[config.mk]
export PLATFORM = sky130hd
export DESIGN_NAME = usfc_top
export DESIGN_NICKNAME = d
export VERILOG_FILES = /design/src/hw/usfc_pkg.sv /design/src/hw/usfc_baud_gen.sv /design/src/hw/usfc_edge_sync.sv /design/src/hw/usfc_top.sv
export SDC_FILE = /design/constraint.sdc
export NUM_CORES = 1
export LEC_CHECK = 0
export BUFFER_PORTS_ARGS = -buffer_cell sky130_fd_sc_hd__buf_4
export CORE_ASPECT_RATIO = 1.25
export CORE_MARGIN = 2
export CORE_UTILIZATION = 60
export CTS_BUF_LIST = sky130_fd_sc_hd__clkbuf_2 sky130_fd_sc_hd__clkbuf_4 sky130_fd_sc_hd__clkbuf_8
export CTS_CLUSTER_SIZE = 8
export DETAILED_ROUTE_END_ITERATION = 8
export PLACE_DENSITY = 0.9
export SLEW_MARGIN = 20
export SYNTH_ARGS = -nofsm -noshare
export SYNTH_HDL_FRONTEND = slang
export SYNTH_SLANG_ARGS = --single-unit
[constraint.sdc]
create_clock -name pclk -period 3.35 [get_ports pclk]
set_clock_uncertainty 0.1 [all_clocks]
set_input_delay 0.5025 -clock pclk [delete_from_list [all_inputs] [get_ports pclk]]
set_output_delay 0.5025 -clock pclk [all_outputs]
set_load 0.05 [all_outputs]
[src/hw/usfc_pkg.sv]
// Constants and types for the serial clock and frame format block
// How it works
// - Down-counter reloads at zero or low write
// - One tick per zero, rate clock over divisor+1
// - Divisor is high nibble and low byte, 0..4095
// - Transmitter divides tick by 16, 8 or 2
// - Receiver steps 16, 8 or 2 states per bit
// - Double speed acts only in asynchronous mode
// - Double speed receiver steps 8 states per bit, one sample
// - Slave clock synchronised then edge detected
// - Link clock pin drives as master, listens as slave
// - Receive sample edge opposite transmit change edge
// - Polarity zero: change rising, sample falling
// - Five to nine data bits, parity, stop bits
// - Start, data LSB first, parity, stop order
// - Next frame follows at once or line idles high
// - One shared frame format for both directions
// - Only first stop bit checked for frame error
// - Parity is data XOR, inverted for odd
// - Pin direction picks internal or external clock
package usfc_pkg;
    localparam int unsigned DIV_W = 12;
    localparam logic [7:0] OFS_DIV_LOW = 8'h00;
    localparam logic [7:0] OFS_DIV_HIGH = 8'h04;
    localparam logic [7:0] OFS_CTRL_A = 8'h08;
    localparam logic [7:0] OFS_CTRL_B = 8'h0c;
    localparam logic [7:0] OFS_CTRL_C = 8'h10;
    localparam logic [7:0] OFS_DATA = 8'h14;
    localparam logic [7:0] OFS_LINK = 8'h18;
    // Control and status A
    localparam int unsigned A_RX_DONE = 7;
    localparam int unsigned A_TX_DONE = 6;
    localparam int unsigned A_BUF_EMPTY = 5;
    localparam int unsigned A_FRAME_ERR = 4;
    localparam int unsigned A_PAR_ERR = 2;
    localparam int unsigned A_DOUBLE = 1;
    // Control and status B
    localparam int unsigned B_RX_EN = 4;
    localparam int unsigned B_TX_EN = 3;
    localparam int unsigned B_CSZ2 = 2;
    localparam int unsigned B_RX_BIT8 = 1;
    localparam int unsigned B_TX_BIT8 = 0;
    // Control and status C, then link direction
    localparam int unsigned C_SYNC = 6;
    localparam int unsigned C_PAR_HI = 5;
    localparam int unsigned C_PAR_LO = 4;
    localparam int unsigned C_STOP2 = 3;
    localparam int unsigned C_CSZ_HI = 2;
    localparam int unsigned C_CSZ_LO = 1;
    localparam int unsigned C_POL = 0;
    localparam int unsigned L_DIR = 0;
    // Reset values
    localparam logic [2:0] CSZ_RESET = 3'h3;
    localparam logic [7:0] DIV_LOW_RESET = 8'h00;
    localparam logic [3:0] DIV_HIGH_RESET = 4'h0;
    // Per-bit state last and mid indices, frame width, receive states
    localparam logic [3:0] OVS_NORMAL_LAST = 4'hf;
    localparam logic [3:0] OVS_DOUBLE_LAST = 4'h7;
    localparam logic [3:0] OVS_NORMAL_MID = 4'h7;
    localparam logic [3:0] OVS_DOUBLE_MID = 4'h3;
    localparam int unsigned FRAME_W = 13;
    typedef enum logic [2:0] {
        RX_IDLE = 3'b001,
        RX_START = 3'b010,
        RX_BITS = 3'b100
    } usfc_rx_st_t;
endpackage

[src/hw/usfc_baud_gen.sv]
// Programmable down-counter baud tick generator
`timescale 1ns/10ps
module usfc_baud_gen #(
    parameter int unsigned W = 12
) (
    input wire logic pclk,
    input wire logic presetn,
    input wire logic [W-1:0] divisor,
    input wire logic reload,
    output logic tick
);
    typedef struct packed {
        logic [W-1:0] cnt;
        logic tick;
    } usfc_bg_t;
    usfc_bg_t s_ff;
    usfc_bg_t nxt_s;

    always_comb begin
        nxt_s = s_ff;
        nxt_s.tick = (s_ff.cnt == '0);
        if (reload || s_ff.cnt == '0) begin
            nxt_s.cnt = divisor;
        end else begin
            nxt_s.cnt = s_ff.cnt - 1'b1;
        end
    end

    always_ff @(posedge pclk or negedge presetn) begin
        if (!presetn) begin
            s_ff <= '0;
        end else begin
            s_ff <= nxt_s;
        end
    end

    assign tick = s_ff.tick;
endmodule

[src/hw/usfc_edge_sync.sv]
// Two-flop pin synchroniser with edge detector
`timescale 1ns/10ps
module usfc_edge_sync #(
    parameter logic RESET_LEVEL = 1'b0
) (
    input wire logic pclk,
    input wire logic presetn,
    input wire logic pin,
    output logic level,
    output logic rise,
    output logic fall
);
    typedef struct packed {
        logic meta;
        logic sync;
        logic prev;
    } usfc_es_t;
    usfc_es_t s_ff;
    usfc_es_t nxt_s;

    always_comb begin
        nxt_s = s_ff;
        nxt_s.meta = pin;
        nxt_s.sync = s_ff.meta;
        nxt_s.prev = s_ff.sync;
    end

    always_ff @(posedge pclk or negedge presetn) begin
        if (!presetn) begin
            s_ff <= {RESET_LEVEL, RESET_LEVEL, RESET_LEVEL};
        end else begin
            s_ff <= nxt_s;
        end
    end

    assign level = s_ff.sync;
    assign rise = s_ff.sync & ~s_ff.prev;
    assign fall = ~s_ff.sync & s_ff.prev;
endmodule

[src/hw/usfc_top.sv]
// Serial port clock generation, frame format logic and APB registers
//
// Added by the designer: the APB interface to the registers and the register offsets.
`timescale 1ns/10ps
module usfc_top (
    input wire logic pclk,
    input wire logic presetn,
    input wire logic [7:0] paddr,
    input wire logic psel,
    input wire logic penable,
    input wire logic pwrite,
    input wire logic [31:0] pwdata,
    output logic [31:0] prdata,
    output logic pready,
    output logic pslverr,
    input wire logic serial_in_pin,
    output logic serial_out_pin,
    output logic serial_out_pin_oe,
    input wire logic link_clock_pin_in,
    output logic link_clock_pin_out,
    output logic link_clock_pin_oe
);
    typedef struct packed {
        logic [7:0] div_lo;
        logic [3:0] div_hi;
        logic reload;
        logic dbl;
        logic txen;
        logic rxen;
        logic [2:0] csz;
        logic [1:0] pmode;
        logic stop2;
        logic pol;
        logic sync;
        logic dir;
        logic tx_bit8;
        logic [8:0] tx_buf;
        logic tx_pend;
        logic tx_busy;
        logic [usfc_pkg::FRAME_W-1:0] tx_shift;
        logic [3:0] tx_left;
        logic [3:0] tx_phase;
        logic tx_done;
        logic txd;
        logic txoe;
        logic xck;
        logic xckoe;
        usfc_pkg::usfc_rx_st_t rx_st;
        logic [3:0] rx_phase;
        logic [3:0] rx_idx;
        logic [8:0] rx_sh;
        logic rx_par;
        logic rx_pbad;
        logic [8:0] rx_data;
        logic rx_full;
        logic rx_fe;
        logic rx_pe;
        logic pready;
        logic pslverr;
        logic [31:0] prdata;
    } usfc_st_t;
    usfc_st_t s_ff;
    usfc_st_t nxt_s;

    logic gen_tick;
    logic rxd;
    logic ext_rise;
    logic ext_fall;

    usfc_baud_gen #(
        .W(usfc_pkg::DIV_W)
    ) u_baud (
        .pclk(pclk),
        .presetn(presetn),
        .divisor({s_ff.div_hi, s_ff.div_lo}),
        .reload(s_ff.reload),
        .tick(gen_tick)
    );

    usfc_edge_sync #(
        .RESET_LEVEL(1'b1)
    ) u_rx_sync (
        .pclk(pclk),
        .presetn(presetn),
        .pin(serial_in_pin),
        .level(rxd),
        .rise(),
        .fall()
    );

    usfc_edge_sync #(
        .RESET_LEVEL(1'b0)
    ) u_xck_sync (
        .pclk(pclk),
        .presetn(presetn),
        .pin(link_clock_pin_in),
        .level(),
        .rise(ext_rise),
        .fall(ext_fall)
    );

    function automatic logic [3:0] data_bits(input logic [2:0] csz);
        case (csz)
            3'h0: data_bits = 4'h5;
            3'h1: data_bits = 4'h6;
            3'h2: data_bits = 4'h7;
            3'h7: data_bits = 4'h9;
            default: data_bits = 4'h8;
        endcase
    endfunction

    // Even is XOR, odd inverts it
    function automatic logic parity_of(input logic [8:0] d, input logic [3:0] n,
                                       input logic odd);
        logic p;
        p = odd;
        for (int i = 0; i < 9; i++) begin
            if (4'(i) < n) begin
                p = p ^ d[i];
            end
        end
        parity_of = p;
    endfunction

    // Start, data LSB first, parity, stops
    function automatic logic [usfc_pkg::FRAME_W-1:0] build_frame(input logic [8:0] d,
                                                                input logic [3:0] n,
                                                                input logic pen,
                                                                input logic odd);
        logic [usfc_pkg::FRAME_W-1:0] f;
        f = '1;
        f[0] = 1'b0;
        for (int i = 0; i < 9; i++) begin
            if (4'(i) < n) begin
                f[i + 1] = d[i];
            end
        end
        if (pen) begin
            f[n + 4'h1] = parity_of(d, n, odd);
        end
        build_frame = f;
    endfunction

    logic master;
    logic slave;
    logic rise;
    logic fall;
    logic change_edge;
    logic sample_edge;
    logic [3:0] nbits;
    logic pen;
    logic [3:0] ovs_last;
    logic [3:0] ovs_mid;
    logic tx_tick;
    logic bit_tick;
    logic acc;
    logic wr;
    logic rd;
    logic [31:0] rdata;
    logic known;
    logic rx_done_set;
    logic tx_done_set;

    always_comb begin
        nxt_s = s_ff;
        master = s_ff.sync & s_ff.dir;
        slave = s_ff.sync & ~s_ff.dir;
        nxt_s.xckoe = master;
        // Divide by two via clock toggle
        if (master && gen_tick) begin
            nxt_s.xck = ~s_ff.xck;
        end
        rise = master ? (gen_tick & ~s_ff.xck) : (slave & ext_rise);
        fall = master ? (gen_tick & s_ff.xck) : (slave & ext_fall);
        change_edge = s_ff.pol ? fall : rise;
        sample_edge = s_ff.pol ? rise : fall;
        nbits = data_bits(s_ff.csz);
        pen = s_ff.pmode[1];
        ovs_last = s_ff.dbl ? usfc_pkg::OVS_DOUBLE_LAST : usfc_pkg::OVS_NORMAL_LAST;
        ovs_mid = s_ff.dbl ? usfc_pkg::OVS_DOUBLE_MID : usfc_pkg::OVS_NORMAL_MID;

        // Async bit rate by 16 or 8
        if (gen_tick) begin
            nxt_s.tx_phase = (s_ff.tx_phase == ovs_last) ? 4'h0 : s_ff.tx_phase + 4'h1;
        end
        tx_tick = s_ff.sync ? change_edge : (gen_tick && s_ff.tx_phase == ovs_last);

        // Transmit shifter
        tx_done_set = 1'b0;
        nxt_s.txoe = s_ff.txen | s_ff.tx_busy;
        if (tx_tick) begin
            if (s_ff.tx_busy && s_ff.tx_left > 4'h1) begin
                nxt_s.tx_shift = {1'b1, s_ff.tx_shift[usfc_pkg::FRAME_W-1:1]};
                nxt_s.txd = s_ff.tx_shift[1];
                nxt_s.tx_left = s_ff.tx_left - 4'h1;
            end else if (s_ff.tx_pend && s_ff.txen) begin
                nxt_s.tx_shift = build_frame(s_ff.tx_buf, nbits, pen, s_ff.pmode[0]);
                nxt_s.txd = 1'b0;
                nxt_s.tx_left = nbits + {3'h0, pen} + 4'h2 + {3'h0, s_ff.stop2};
                nxt_s.tx_busy = 1'b1;
                nxt_s.tx_pend = 1'b0;
            end else begin
                nxt_s.txd = 1'b1;
                nxt_s.tx_busy = 1'b0;
                tx_done_set = s_ff.tx_busy;
            end
        end

        // Receiver
        rx_done_set = 1'b0;
        bit_tick = 1'b0;
        case (s_ff.rx_st)
            usfc_pkg::RX_IDLE: begin
                nxt_s.rx_phase = 4'h0;
                nxt_s.rx_idx = 4'h0;
                nxt_s.rx_par = s_ff.pmode[0];
                if (s_ff.rxen && !rxd) begin
                    if (s_ff.sync && sample_edge) begin
                        nxt_s.rx_st = usfc_pkg::RX_BITS;
                    end else if (!s_ff.sync && gen_tick) begin
                        nxt_s.rx_st = usfc_pkg::RX_START;
                    end
                end
            end
            usfc_pkg::RX_START: begin
                if (gen_tick) begin
                    nxt_s.rx_phase = s_ff.rx_phase + 4'h1;
                    if (s_ff.rx_phase == ovs_mid) begin
                        nxt_s.rx_phase = 4'h0;
                        nxt_s.rx_st = rxd ? usfc_pkg::RX_IDLE : usfc_pkg::RX_BITS;
                    end
                end
            end
            usfc_pkg::RX_BITS: begin
                if (s_ff.sync) begin
                    bit_tick = sample_edge;
                end else if (gen_tick) begin
                    bit_tick = (s_ff.rx_phase == ovs_last);
                    nxt_s.rx_phase = bit_tick ? 4'h0 : s_ff.rx_phase + 4'h1;
                end
            end
            default: begin
                nxt_s.rx_st = usfc_pkg::RX_IDLE;
            end
        endcase
        if (bit_tick) begin
            nxt_s.rx_idx = s_ff.rx_idx + 4'h1;
            if (s_ff.rx_idx < nbits) begin
                nxt_s.rx_sh[s_ff.rx_idx] = rxd;
                nxt_s.rx_par = s_ff.rx_par ^ rxd;
            end else if (pen && s_ff.rx_idx == nbits) begin
                nxt_s.rx_pbad = s_ff.rx_par ^ rxd;
            end else begin
                rx_done_set = 1'b1;
                nxt_s.rx_data = s_ff.rx_sh;
                nxt_s.rx_fe = ~rxd;
                nxt_s.rx_pe = pen & s_ff.rx_pbad;
                nxt_s.rx_st = usfc_pkg::RX_IDLE;
            end
        end
        if (!pen) begin
            nxt_s.rx_pbad = 1'b0;
        end
        if (!s_ff.rxen) begin
            nxt_s.rx_st = usfc_pkg::RX_IDLE;
        end

        // APB slave, answer in second access cycle
        acc = psel & penable & s_ff.pready;
        wr = acc & pwrite;
        rd = acc & ~pwrite;
        known = 1'b1;
        rdata = 32'h0000_0000;
        case (paddr)
            usfc_pkg::OFS_DIV_LOW: rdata[7:0] = s_ff.div_lo;
            usfc_pkg::OFS_DIV_HIGH: rdata[3:0] = s_ff.div_hi;
            usfc_pkg::OFS_CTRL_A: begin
                rdata[usfc_pkg::A_RX_DONE] = s_ff.rx_full;
                rdata[usfc_pkg::A_TX_DONE] = s_ff.tx_done;
                rdata[usfc_pkg::A_BUF_EMPTY] = ~s_ff.tx_pend;
                rdata[usfc_pkg::A_FRAME_ERR] = s_ff.rx_fe;
                rdata[usfc_pkg::A_PAR_ERR] = s_ff.rx_pe;
                rdata[usfc_pkg::A_DOUBLE] = s_ff.dbl;
            end
            usfc_pkg::OFS_CTRL_B: begin
                rdata[usfc_pkg::B_RX_EN] = s_ff.rxen;
                rdata[usfc_pkg::B_TX_EN] = s_ff.txen;
                rdata[usfc_pkg::B_CSZ2] = s_ff.csz[2];
                rdata[usfc_pkg::B_RX_BIT8] = s_ff.rx_data[8];
                rdata[usfc_pkg::B_TX_BIT8] = s_ff.tx_bit8;
            end
            usfc_pkg::OFS_CTRL_C: begin
                rdata[usfc_pkg::C_SYNC] = s_ff.sync;
                rdata[usfc_pkg::C_PAR_HI:usfc_pkg::C_PAR_LO] = s_ff.pmode;
                rdata[usfc_pkg::C_STOP2] = s_ff.stop2;
                rdata[usfc_pkg::C_CSZ_HI:usfc_pkg::C_CSZ_LO] = s_ff.csz[1:0];
                rdata[usfc_pkg::C_POL] = s_ff.pol;
            end
            usfc_pkg::OFS_DATA: rdata[7:0] = s_ff.rx_data[7:0];
            usfc_pkg::OFS_LINK: rdata[usfc_pkg::L_DIR] = s_ff.dir;
            default: known = 1'b0;
        endcase
        nxt_s.pready = psel & penable & ~s_ff.pready;
        nxt_s.pslverr = psel & penable & ~s_ff.pready & ~known;
        if (psel && penable && !s_ff.pready) begin
            nxt_s.prdata = pwrite ? 32'h0000_0000 : rdata;
        end
        nxt_s.reload = wr && paddr == usfc_pkg::OFS_DIV_LOW;
        if (wr) begin
            case (paddr)
                usfc_pkg::OFS_DIV_LOW: nxt_s.div_lo = pwdata[7:0];
                usfc_pkg::OFS_DIV_HIGH: nxt_s.div_hi = pwdata[3:0];
                usfc_pkg::OFS_CTRL_A: begin
                    nxt_s.dbl = pwdata[usfc_pkg::A_DOUBLE];
                    if (pwdata[usfc_pkg::A_TX_DONE]) begin
                        nxt_s.tx_done = 1'b0;
                    end
                end
                usfc_pkg::OFS_CTRL_B: begin
                    nxt_s.rxen = pwdata[usfc_pkg::B_RX_EN];
                    nxt_s.txen = pwdata[usfc_pkg::B_TX_EN];
                    nxt_s.csz[2] = pwdata[usfc_pkg::B_CSZ2];
                    nxt_s.tx_bit8 = pwdata[usfc_pkg::B_TX_BIT8];
                end
                usfc_pkg::OFS_CTRL_C: begin
                    nxt_s.sync = pwdata[usfc_pkg::C_SYNC];
                    nxt_s.pmode = pwdata[usfc_pkg::C_PAR_HI:usfc_pkg::C_PAR_LO];
                    nxt_s.stop2 = pwdata[usfc_pkg::C_STOP2];
                    nxt_s.csz[1:0] = pwdata[usfc_pkg::C_CSZ_HI:usfc_pkg::C_CSZ_LO];
                    nxt_s.pol = pwdata[usfc_pkg::C_POL];
                end
                usfc_pkg::OFS_DATA: begin
                    nxt_s.tx_buf = {s_ff.tx_bit8, pwdata[7:0]};
                    nxt_s.tx_pend = 1'b1;
                end
                usfc_pkg::OFS_LINK: nxt_s.dir = pwdata[usfc_pkg::L_DIR];
                default: nxt_s.dir = s_ff.dir;
            endcase
        end
        if (rd && paddr == usfc_pkg::OFS_DATA) begin
            nxt_s.rx_full = 1'b0;
        end
        // Hardware set wins over software clear
        if (rx_done_set) begin
            nxt_s.rx_full = 1'b1;
        end
        if (tx_done_set && !(s_ff.tx_pend && s_ff.txen)) begin
            nxt_s.tx_done = 1'b1;
        end
    end

    always_ff @(posedge pclk or negedge presetn) begin
        if (!presetn) begin
            s_ff <= '0;
            s_ff.div_lo <= usfc_pkg::DIV_LOW_RESET;
            s_ff.div_hi <= usfc_pkg::DIV_HIGH_RESET;
            s_ff.csz <= usfc_pkg::CSZ_RESET;
            s_ff.txd <= 1'b1;
            s_ff.rx_par <= 1'b0;
            s_ff.rx_st <= usfc_pkg::RX_IDLE;
        end else begin
            s_ff <= nxt_s;
        end
    end

    assign prdata = s_ff.prdata;
    assign pready = s_ff.pready;
    assign pslverr = s_ff.pslverr;
    assign serial_out_pin = s_ff.txd;
    assign serial_out_pin_oe = s_ff.txoe;
    assign link_clock_pin_out = s_ff.xck;
    assign link_clock_pin_oe = s_ff.xckoe;
endmodule
==> impl_metrics.yaml <==
status:
  status: "complete, no violations"
critical_path:
  cp_data_required_time_ns: 3.58
  worstSetupStartpointType: "flip-flop"
  worstSetupPathType: "flip-flop to flip-flop"
  arrival_ns: 2.96
  crit_path_end_kind: "flip-flop"
  path_max_fanout: 13
route:
  drt_wl_total_um: 15100
  ant_nets: 0
  routedWlPerCell_um: 18.6
  first_pass_iters: 5
  viasPerCell: 6.19
  drc: 0
  vias: 5035
  drtIter0Drc: 343
placement:
  port_buffers: 36
  hpwlAfterDp_um: 10200
  place_area_um2: 6800
  place.gp.congestion: 0.944
yosys:
  ys_ff_latch: 124
  synthCells: 644
  synth_cell_types: 64
  avgSynthCellArea_um2: 10.2
  yosysWarnings: 0
  synth-edff-count: 0
  netlist_area_um2: 6580
  ys_seq_area_frac: 0.473
  async_flop_share: 1.00
  synthFlopType: "dfrtp_1"
cts:
  tritoncts: "done"
  postCtsSetupRepairBufs: 0
  ctsHtreeMaxLevel: 4
  cts_buffer_depth: 2
  cts_buffers: 17
  clkSinkCount: 124
  clk_latency_ns: 0.44
  clkTransAtPathRegs_ns: 0.07
  ctsResizeCount: 0
  cts_root_buf: "clkbuf_8"
floorplan:
  rows: 42
  dieArea_um2: 11800
  io_pins: 85
  initial_utilization: 0.620
  core_area_um2: 10600
  die_w_um: 97.7
  die_h_um: 121
global_routing:
  grt_start_max_net_pins: 104
  antenna_found_initial: 0
  overflow: 0
  grt_pass1_vias: 4937
  grt_pass1_wl_um: 24600
  grt.total_usage: 0.268
sta:
  post-route-period-util: 0.816
  finalSetupTns_ns: 0
  worst_slew_pin_slew_ns: 0.883
  relSlewSlack: 0.411
  min_period_ns: 2.73
  fmax_mhz: 366
  finalSetupViolations: 0
  final-hold-violation-count: 0
  slew_violations: 0
  rsz0062_at_grt: "no"
  hold_ws_ns: 0.0609
layout:
  n_antenna_cell: 0
  areaGrowthSynthToFinish_pct: 11.0
  nNetsFinal: 732
  fin_area_um2: 7300
  final_common_cell: "dfrtp_1"
  drive_gt1_frac: 0.213
  n_fill_cell: 701
  final_cell_mix: "dfrtp_1 (118), nand2_1 (55), nor2_1 (51)"
pwr:
  pwr-share-seq: 0.454
  irDropWorstVdd_mv: 0.331
  p_per_area_nw_per_um2: 510
  clock_power_share: 0.430
  leakagePower_nw: 3.43
  p_switching_w: 0.000980
  switching_share: 0.264
  p_int_w: 0.00274
  combinationalPowerShare: 0.117
run:
  cap_violations: 0
min_path:
  hold_class: "primary input to flip-flop"
Yosys cell counts (all sizes together) (8+ instances only):
cell | number | area (µm²)
nand2 | 55 | 206
inv | 22 | 82.6
a21oi | 31 | 155
nor2 | 52 | 195
xor2 | 11 | 96.3
mux2 | 55 | 642
clkbuf | 21 | 78.8
nor2b | 8 | 50.1
xnor2 | 16 | 140
nor3 | 16 | 85.1
a31oi | 12 | 75.1
nand3 | 25 | 125
o21ai | 31 | 155
dfrtp | 118 | 2950
buf | 40 | 294
ha | 15 | 188
nand4 | 10 | 62.6
mux2i | 13 | 130
worst paths after layout:
kind	from	slack, ns	to	cells past startpoint
max	s_ff[106]	0.62	s_ff[44]	6
min	serial_in_pin	0.06	u_rx_sync.nxt_s[1]	1
max reg2reg	s_ff[106]	0.62	s_ff[44]	6
min reg2reg	u_xck_sync.nxt_s[1]	0.25	u_xck_sync.level	0
max in group asynchronous	presetn	1.94	serial_out_pin	3
min in group asynchronous	presetn	0.38	u_xck_sync.nxt_s[1]	2
sequential cells by signal, summed over array words and instances, names as in the netlist, named ones only:
register / count
link_clock_pin_oe: 1
link_clock_pin_out: 1
pen: 1
prdata: 8
pready: 1
pslverr: 1
s_ff: 82
serial_out_pin: 1
serial_out_pin_oe: 1
u_baud.s_ff: 12
u_baud.tick: 1
u_rx_sync.level: 1
u_rx_sync.nxt_s: 1
u_xck_sync.level: 1
u_xck_sync.nxt_s: 1
u_xck_sync.s_ff: 1
kinds of logic after synthesis:
family,synth area share
and+or+nand+nor,0.153
DFF,0.473
AOI/OAI and AO/OA,0.116
buffers and inverters,0.0692
muxes,0.117
xor gates and xnor gates,0.0394
adders and majority gates,0.0316
other,0.000570
worst max-delay path, cell delays in order (launching register included):
cell and delay (ns):
dfrtp_1 0.47, or4b_1 0.56, o211a_1 0.15, a2bb2oi_1 0.15
or2_0 0.40, a211o_4 0.46, mux2_4 0.33
cell type report:
type,count,area [µm²],share of cell area
inverter,22,82.6,0.0113
clock inverter,14,240,0.0329
tap,132,165,0.0226
timing repair buffer,44,345,0.0473
sequential,124,3110,0.426
clock buffer,18,248,0.0339
multi-input combinational,460,3110,0.426
repair_timing:
| item | 4_1_cts | 5_1_grt |
|---|---|---|
| hold buffers | 1 | 0 |
| setup endpoints to repair | 0 | 0 |
| endpoints found under the hold margin | 18 | 0 |
power by group through the flow:
stage | Sequential, W | Clock, W | Combinational [W]
CTS | 0.00168 | 0.00162 | 0.000431
finish | 0.00169 | 0.00160 | 0.000435
global route | 0.00170 | 0.00169 | 0.000472
detailed placement | 0.00171 | 0 | 0.000421
global placement | 0.00170 | 0 | 0.000391
floorplan | 0.00169 | 0 | 0.000318
stage by stage:
step	total power [W]	setup WS [ns]	cells	util
final	0.00372	0.615	814	0.688
after global routing	0.00386	0.517	814	0.688
after floorplan	0.00201	0.493	667	-
after global placement	0.00209	0.698	781	0.640
after CTS	0.00374	0.631	814	0.688
after detailed placement	0.00213	0.639	781	0.641
metal layers:
layer	wire, µm	vias up	track usage	share of wire
li1	-	2279	-	-
met1	6000	2452	0.330	0.40
met2	7350	246	0.430	0.49
met3	1050	58	0.0691	0.070
met4	708	0	0.151	0.047
met5	0	-	0	0
No activity file was read; power rests on OpenSTA's default activity.
